==> src/design/edge_event_pkg.sv <==
// shared constants for the edge and event line controller
package edge_event_pkg;

  localparam int          NUM_LINES   = 24;
  localparam int          ADDR_W      = 8;
  localparam int          DATA_W      = 32;
  localparam int          SYNC_STAGES = 3;

  localparam logic [7:0]  OFF_MASK    = 8'h00;
  localparam logic [7:0]  OFF_MODE    = 8'h04;
  localparam logic [7:0]  OFF_RISE    = 8'h08;
  localparam logic [7:0]  OFF_FALL    = 8'h0C;
  localparam logic [7:0]  OFF_PEND    = 8'h10;
  localparam logic [7:0]  OFF_LEVEL   = 8'h14;

  localparam logic [23:0] RST_MASK    = 24'h00_0000;
  localparam logic [23:0] RST_MODE    = 24'h00_0000;
  localparam logic [23:0] RST_RISE    = 24'h00_0000;
  localparam logic [23:0] RST_FALL    = 24'h00_0000;
  localparam logic [23:0] RST_PEND    = 24'h00_0000;
  localparam logic [31:0] RD_ZERO     = 32'h0000_0000;

endpackage

==> src/design/edge_event_unit.sv <==
// edge and event line controller with wishbone register access
//
// How it works
// - twenty-four lines, each with edge detection
// - per line choice of interrupt or event
// - per line rising, falling or both edges
// - per line mask blocks forwarding of requests
// - pending bit records interrupt until cleared
// - writing one clears pending, zero keeps it
//
// The Wishbone register port and the address map were left to the implementer.
`timescale 1ns/10ps
module edge_event_unit #(
  parameter int NUM_LINES = edge_event_pkg::NUM_LINES
) (
  input  wire logic                              sys_clk_i,
  input  wire logic                              rst_n_i,
  input  wire logic [NUM_LINES-1:0]              line_i,
  input  wire logic                              wb_cyc_i,
  input  wire logic                              wb_stb_i,
  input  wire logic                              wb_we_i,
  input  wire logic [edge_event_pkg::ADDR_W-1:0] wb_adr_i,
  input  wire logic [edge_event_pkg::DATA_W-1:0] wb_dat_i,
  input  wire logic [3:0]                        wb_sel_i,
  output logic      [edge_event_pkg::DATA_W-1:0] wb_dat_o,
  output logic                                   wb_ack_o,
  output logic                                   irq_o,
  output logic      [NUM_LINES-1:0]              event_o
);

  ////////////////////////////////////////////////////////////////////////////
  // helpers

  function automatic logic [NUM_LINES-1:0] lane_mask(input logic [3:0] sel);
    logic [31:0] m;
    m = {{8{sel[3]}}, {8{sel[2]}}, {8{sel[1]}}, {8{sel[0]}}};
    return m[NUM_LINES-1:0];
  endfunction

  function automatic logic [NUM_LINES-1:0] merge(input logic [NUM_LINES-1:0] old,
                                                 input logic [31:0]          wdat,
                                                 input logic [3:0]           sel);
    logic [NUM_LINES-1:0] m;
    m = lane_mask(sel);
    return (old & ~m) | (wdat[NUM_LINES-1:0] & m);
  endfunction

  ////////////////////////////////////////////////////////////////////////////
  // bus request qualification

  logic                 req;
  logic                 wr;
  logic [NUM_LINES-1:0] level;
  logic [NUM_LINES-1:0] level_q_reg;
  logic [NUM_LINES-1:0] mask_reg;
  logic [NUM_LINES-1:0] mode_reg;
  logic [NUM_LINES-1:0] rise_reg;
  logic [NUM_LINES-1:0] fall_reg;
  logic [NUM_LINES-1:0] pend_reg;
  logic [NUM_LINES-1:0] pend_next;
  logic [NUM_LINES-1:0] edge_hit;
  logic [NUM_LINES-1:0] clr_bits;
  logic [31:0]          rd_next;

  // one access per handshake: the cycle in which ack is high is never taken again
  assign req = wb_cyc_i & wb_stb_i & ~wb_ack_o;
  assign wr  = req & wb_we_i;

  ////////////////////////////////////////////////////////////////////////////
  // input lines and edge detection

  line_sync #(
    .WIDTH (NUM_LINES)
  ) u_sync (
    .sys_clk_i (sys_clk_i),
    .rst_n_i   (rst_n_i),
    .async_i   (line_i),
    .level_o   (level)
  );

  always_ff @(posedge sys_clk_i or negedge rst_n_i)
  begin
    if (!rst_n_i)
      level_q_reg <= '0;
    else
      level_q_reg <= level;
  end

  // both enables set gives detection in both directions
  assign edge_hit = (rise_reg & level & ~level_q_reg)
                  | (fall_reg & ~level & level_q_reg);

  ////////////////////////////////////////////////////////////////////////////
  // configuration registers

  always_ff @(posedge sys_clk_i or negedge rst_n_i)
  begin
    if (!rst_n_i)
      mask_reg <= edge_event_pkg::RST_MASK;
    else if (wr && wb_adr_i == edge_event_pkg::OFF_MASK)
      mask_reg <= merge(mask_reg, wb_dat_i, wb_sel_i);
  end

  always_ff @(posedge sys_clk_i or negedge rst_n_i)
  begin
    if (!rst_n_i)
      mode_reg <= edge_event_pkg::RST_MODE;
    else if (wr && wb_adr_i == edge_event_pkg::OFF_MODE)
      mode_reg <= merge(mode_reg, wb_dat_i, wb_sel_i);
  end

  always_ff @(posedge sys_clk_i or negedge rst_n_i)
  begin
    if (!rst_n_i)
      rise_reg <= edge_event_pkg::RST_RISE;
    else if (wr && wb_adr_i == edge_event_pkg::OFF_RISE)
      rise_reg <= merge(rise_reg, wb_dat_i, wb_sel_i);
  end

  always_ff @(posedge sys_clk_i or negedge rst_n_i)
  begin
    if (!rst_n_i)
      fall_reg <= edge_event_pkg::RST_FALL;
    else if (wr && wb_adr_i == edge_event_pkg::OFF_FALL)
      fall_reg <= merge(fall_reg, wb_dat_i, wb_sel_i);
  end

  ////////////////////////////////////////////////////////////////////////////
  // pending bits and interrupt output

  // the mask gates the interrupt and event outputs but not pending, so software can still poll masked lines
  assign clr_bits  = (wr && wb_adr_i == edge_event_pkg::OFF_PEND)
                   ? (wb_dat_i[NUM_LINES-1:0] & lane_mask(wb_sel_i))
                   : '0;
  // a new edge in the clearing cycle wins over the clear
  assign pend_next = (pend_reg & ~clr_bits) | (edge_hit & ~mode_reg);

  always_ff @(posedge sys_clk_i or negedge rst_n_i)
  begin
    if (!rst_n_i)
      pend_reg <= edge_event_pkg::RST_PEND;
    else
      pend_reg <= pend_next;
  end

  // taken from the next value so the output lines up with the pending flop
  always_ff @(posedge sys_clk_i or negedge rst_n_i)
  begin
    if (!rst_n_i)
      irq_o <= 1'b0;
    else
      irq_o <= |(pend_next & mask_reg & ~mode_reg);
  end

  ////////////////////////////////////////////////////////////////////////////
  // event pulses

  always_ff @(posedge sys_clk_i or negedge rst_n_i)
  begin
    if (!rst_n_i)
      event_o <= '0;
    else
      event_o <= edge_hit & mode_reg & mask_reg;
  end

  ////////////////////////////////////////////////////////////////////////////
  // wishbone read data and ack

  always_comb
  begin
    rd_next = edge_event_pkg::RD_ZERO;
    case (wb_adr_i)
      edge_event_pkg::OFF_MASK:  rd_next[NUM_LINES-1:0] = mask_reg;
      edge_event_pkg::OFF_MODE:  rd_next[NUM_LINES-1:0] = mode_reg;
      edge_event_pkg::OFF_RISE:  rd_next[NUM_LINES-1:0] = rise_reg;
      edge_event_pkg::OFF_FALL:  rd_next[NUM_LINES-1:0] = fall_reg;
      edge_event_pkg::OFF_PEND:  rd_next[NUM_LINES-1:0] = pend_reg;
      edge_event_pkg::OFF_LEVEL: rd_next[NUM_LINES-1:0] = level;
      default:                   rd_next = edge_event_pkg::RD_ZERO;
    endcase
  end

  always_ff @(posedge sys_clk_i or negedge rst_n_i)
  begin
    if (!rst_n_i)
      wb_ack_o <= 1'b0;
    else
      wb_ack_o <= req;
  end

  always_ff @(posedge sys_clk_i or negedge rst_n_i)
  begin
    if (!rst_n_i)
      wb_dat_o <= edge_event_pkg::RD_ZERO;
    else if (req && !wb_we_i)
      wb_dat_o <= rd_next;
  end

endmodule

==> src/design/line_sync.sv <==
// three-stage input synchroniser with agreement filter, one per line
`timescale 1ns/10ps
module line_sync #(
  parameter int WIDTH = 24
) (
  input  wire logic             sys_clk_i,
  input  wire logic             rst_n_i,
  input  wire logic [WIDTH-1:0] async_i,
  output logic      [WIDTH-1:0] level_o
);

  logic [WIDTH-1:0] stage1_reg;
  logic [WIDTH-1:0] stage2_reg;
  logic [WIDTH-1:0] stage3_reg;

  always_ff @(posedge sys_clk_i or negedge rst_n_i)
  begin
    if (!rst_n_i)
    begin
      stage1_reg <= '0;
      stage2_reg <= '0;
      stage3_reg <= '0;
    end
    else
    begin
      stage1_reg <= async_i;
      stage2_reg <= stage1_reg;
      stage3_reg <= stage2_reg;
    end
  end

  logic [WIDTH-1:0] agree;

  // a line only moves once the last two stages agree, so a single-cycle glitch is ignored
  assign agree = ~(stage2_reg ^ stage3_reg);

  // one process owns the whole output vector, so no bit has two writers
  always_ff @(posedge sys_clk_i or negedge rst_n_i)
  begin
    if (!rst_n_i)
      level_o <= '0;
    else
      level_o <= (stage3_reg & agree) | (level_o & ~agree);
  end

endmodule

==> config.mk <==
export PLATFORM = sky130hd
export DESIGN_NAME = edge_event_unit
export DESIGN_NICKNAME = d
export VERILOG_FILES = /design/src/design/edge_event_pkg.sv /design/src/design/edge_event_unit.sv /design/src/design/line_sync.sv
export SDC_FILE = /design/constraint.sdc
export NUM_CORES = 1
export LEC_CHECK = 0
export BUFFER_PORTS_ARGS = -buffer_cell sky130_fd_sc_hd__buf_2
export CAP_MARGIN = 20
export CORE_MARGIN = 4
export CORE_UTILIZATION = 25
export CTS_CLUSTER_SIZE = 10
export DETAILED_ROUTE_END_ITERATION = 16
export PLACE_DENSITY_LB_ADDON = 0.1
export SKIP_LAST_GASP = 1
export SYNTH_ARGS = -nofsm -noshare
export SYNTH_HDL_FRONTEND = slang
export SYNTH_HIERARCHICAL = 1
export SYNTH_SLANG_ARGS = --single-unit
==> constraint.sdc <==
create_clock -name sys_clk_i -period 5.79 [get_ports sys_clk_i]
set_input_delay 0.579 -clock sys_clk_i [delete_from_list [all_inputs] [get_ports sys_clk_i]]
set_output_delay 0.579 -clock sys_clk_i [all_outputs]
set_load 0.005 [all_outputs]
==> reports/summary.txt <==
Largest family of logic cells by synthesized area -> compound AO/OA/AOI/OAI gates
Internal power -> 3.560 mW
Share of cells above drive strength 1 -> 28.16%
Fin util -> 30.94%
R2r endpoint -> irq_o$_DFF_PN0_
Slew Limit Fails -> 0
Post-synth cell types -> 48
Detailed Routing Iterations Pass 1 -> 8
Clock Latency Late Sink -> 540 ps
R2r setup slk -> 2790 ps
First-pass GRT wire length -> 52.93 mm
Mapped Area -> 11330 µm²
Syn Inst Count -> 877
Met3 Usage GRT -> 3.088%
RePlAce Congestion -> 0.7670
Post-DP HPWL -> 23.38 mm
Multiplexer area fraction after synthesis -> 7.939%
Largest net degree at the start of global routing -> 115
Die ar. -> 48790 µm²
Starting Density -> 25.46%
Post-synth top cells -> dfrtp_1, nand2_1, mux2_2
Psw -> 1.048 mW
Initial antenna violation count -> 2
Synth warnings -> 6
Final min period -> 3343 ps
Async S/R FF share, synth -> 100.0%
DRC -> 0
Post-Layout Inst Area -> 13770 µm²
CTS H-tree depth -> 2
Post-Syn Area per Cell -> 12.92 µm²
Unrepaired setup endpoints after global routing -> no
Die Y -> 220.9 µm
Worst Setup SP -> wb_adr_i[5]
Final setup TNS -> 0 ps
Total length of routed wires -> 34.44 mm
Nets@finish -> 1085
Met2 track demand over resource -> 21.21%
Gate power share -> 4.6%
Post-Place Cell Area -> 12630 µm²
Synth Flop Type -> dfrtp_1
CP Max Fanout -> 16
Post-place setup slack -> 1853 ps
Register area share after synthesis -> 64.05%
Worst Slack Setup Final -> 2447 ps
Final Hold Vio Count -> 0
Buffer count from post-CTS setup fixing -> 0
Reg2Reg Depth -> 6
Hold crit path type -> input port to flip-flop
CTS max path bufs -> 3
Routed len/inst -> 21.22 µm
I/O Buffers -> 113
TritonCTS clock tree -> yes
Top cells by area, synth -> dfrtp_1, mux2_2, nand2_1, a22oi_1, maj3_2
Maxcap violations -> 0
Hold slack final -> 142.9 ps
Worst Path Arrival -> 3760 ps
Clock buffer count from CTS -> 37
Flops & latches, synth -> 290
XOR/XNOR share of the synthesized area -> 0%
Area growth syn-to-layout -> 21.55%
Cell with the most instances after synthesis -> dfrtp_1
Sw frac -> 22.74%
Reg clk slew, reported paths -> 50 ps
F_max -> 299.2 MHz
Compound-Gate Fraction of Synth Area -> 12.70%
Worst Path Required -> 6210 ps
Synth Area in Adders -> 2.385%
PwrDens -> 334.6 nW/µm²
Clock network power share -> 47.8%
CP Class -> input port to flip-flop
Reg-to-Reg Start -> wb_ack_o$_DFF_PN0_
Top-level I/O count -> 131
Leakage power -> 6.144 nW
Post-synthesis simple-gate area fraction -> 10.27%
Vias in the first global route -> 7961
Reg power frac -> 47.6%
Via density per instance -> 4.738
Startpoint types -> input port
GRT overflow -> 0
Rel. slew slack -> 27.38%
Die width -> 220.9 µm
Cell taking the most area after synthesis -> dfrtp_1
Clock skew -> 13.00 ps
Routed Antenna Nets -> 0
GRT met1 Usage -> 20.47%
Fin crit share -> 57.73%
Final setup viols -> 0
Post-synth top area share -> 64.05%
Busiest layer in global routing -> met2
CTS Sinks -> 290
Actual slew at the worst max-slew pin -> 1087 ps
DR vias -> 7689
Status -> completed
Post-CTS sizing -> 0
CP endpoint kind -> flip-flop
Gr usage total -> 14.11%
Peak VDD IR -> 0.1639 mV
EDFF count, synth -> 0
CTS Root Cell -> clkbuf_16
Site Rows -> 77
Core ar. -> 44510 µm²
Initial DRC count -> 604
## cell type report
| cell class | instances | area, µm² |
|---|---|---|
| flip-flops and latches | 290 | 7257 |
| well taps | 592 | 740.7 |
| repair buffers | 129 | 710.7 |
| clock buffers | 53 | 1059 |
| diodes | 1 | 2.502 |
| clock inverters | 4 | 76.32 |
| inverters | 26 | 97.59 |
| multi-input cells | 528 | 3830 |
| fillers | 4541 | 30740 |
## worst min path at each step
stage               slack [ps]  depth (start not counted)                               to                             from
floorplan                  280                          0                        async pin                          rst_n_i
detailed placement         330                          0  u_sync/stage2_reg[15]$_DFF_PN0_  u_sync/stage1_reg[15]$_DFF_PN0_
global placement           340                          0  u_sync/stage2_reg[11]$_DFF_PN0_  u_sync/stage1_reg[11]$_DFF_PN0_
CTS                        100                          1   u_sync/stage1_reg[8]$_DFF_PN0_                        line_i[8]
global route               120                          1   u_sync/stage1_reg[5]$_DFF_PN0_                        line_i[5]
finish                     140                          1   u_sync/stage1_reg[8]$_DFF_PN0_                        line_i[8]
## placed cells by master, fill, tap and decap left out, drive strengths merged, types with 7 or more instances in the layout
cell type and count:
and3 28, nor3 8, a22o 17, a31oi 12
o21ai 26, conb 8, nand4 7, o21a 14
nor2b 19, dfrtp 290, clkbuf 53, o22ai 31
nor2 18, o2111ai 13, a222oi 18, a32oi 11
buf 128, mux2 79, a22oi 42, nand3b 17
inv 27, nand3 9, nand2 101, maj3 24
## power by group through the flow
stage | registers (mW) | clock network [mW] | logic (mW)
after global routing | 2.21 | 2.38 | 0.245
after floorplan | 2.22 | 0 | 0.0768
after global placement | 2.23 | 0 | 0.220
after CTS | 2.19 | 2.29 | 0.224
after detailed placement | 2.23 | 0 | 0.221
final | 2.19 | 2.20 | 0.214
## per-layer routing
metal  wire [µm]  up-vias
li1            -     3511
met1       16420     3935
met2       15360      192
met3        1973       49
met4         671        2
met5          11        -
## critical path, cell delays in order
cell	delay, ps
buf_2	100
or4_1	780
nor3_4	660
buf_4	400
nor2b_1	810
mux2_2	420
## metrics by stage
| stage | instances | total power, mW |
|---|---|---|
| floorplan | 884 | 2.293 |
| global placement | 1564 | 2.449 |
| detailed placement | 1564 | 2.452 |
| CTS | 1622 | 4.712 |
| global route | 1622 | 4.830 |
| finish | 1623 | 4.608 |
## what timing repair did
action,CTS,global route
hold buffers,1,0
hold endpoints to repair,5,0
endpoints found under the setup margin,0,0
## logic make-up (layout without fill, tap and decap cells)
| family | Yosys count | after routing |
|---|---|---|
| flip-flops | 290 | 290 |
| AND/OR/NAND/NOR | 221 | 221 |
| AO/OA/AOI/OAI | 195 | 195 |
| multiplexers | 80 | 80 |
| buffers and inverters | 66 | 212 |
| adder cells (fa/ha/maj) | 24 | 24 |
| other | 1 | 9 |
(Power assumes the default switching activity.)
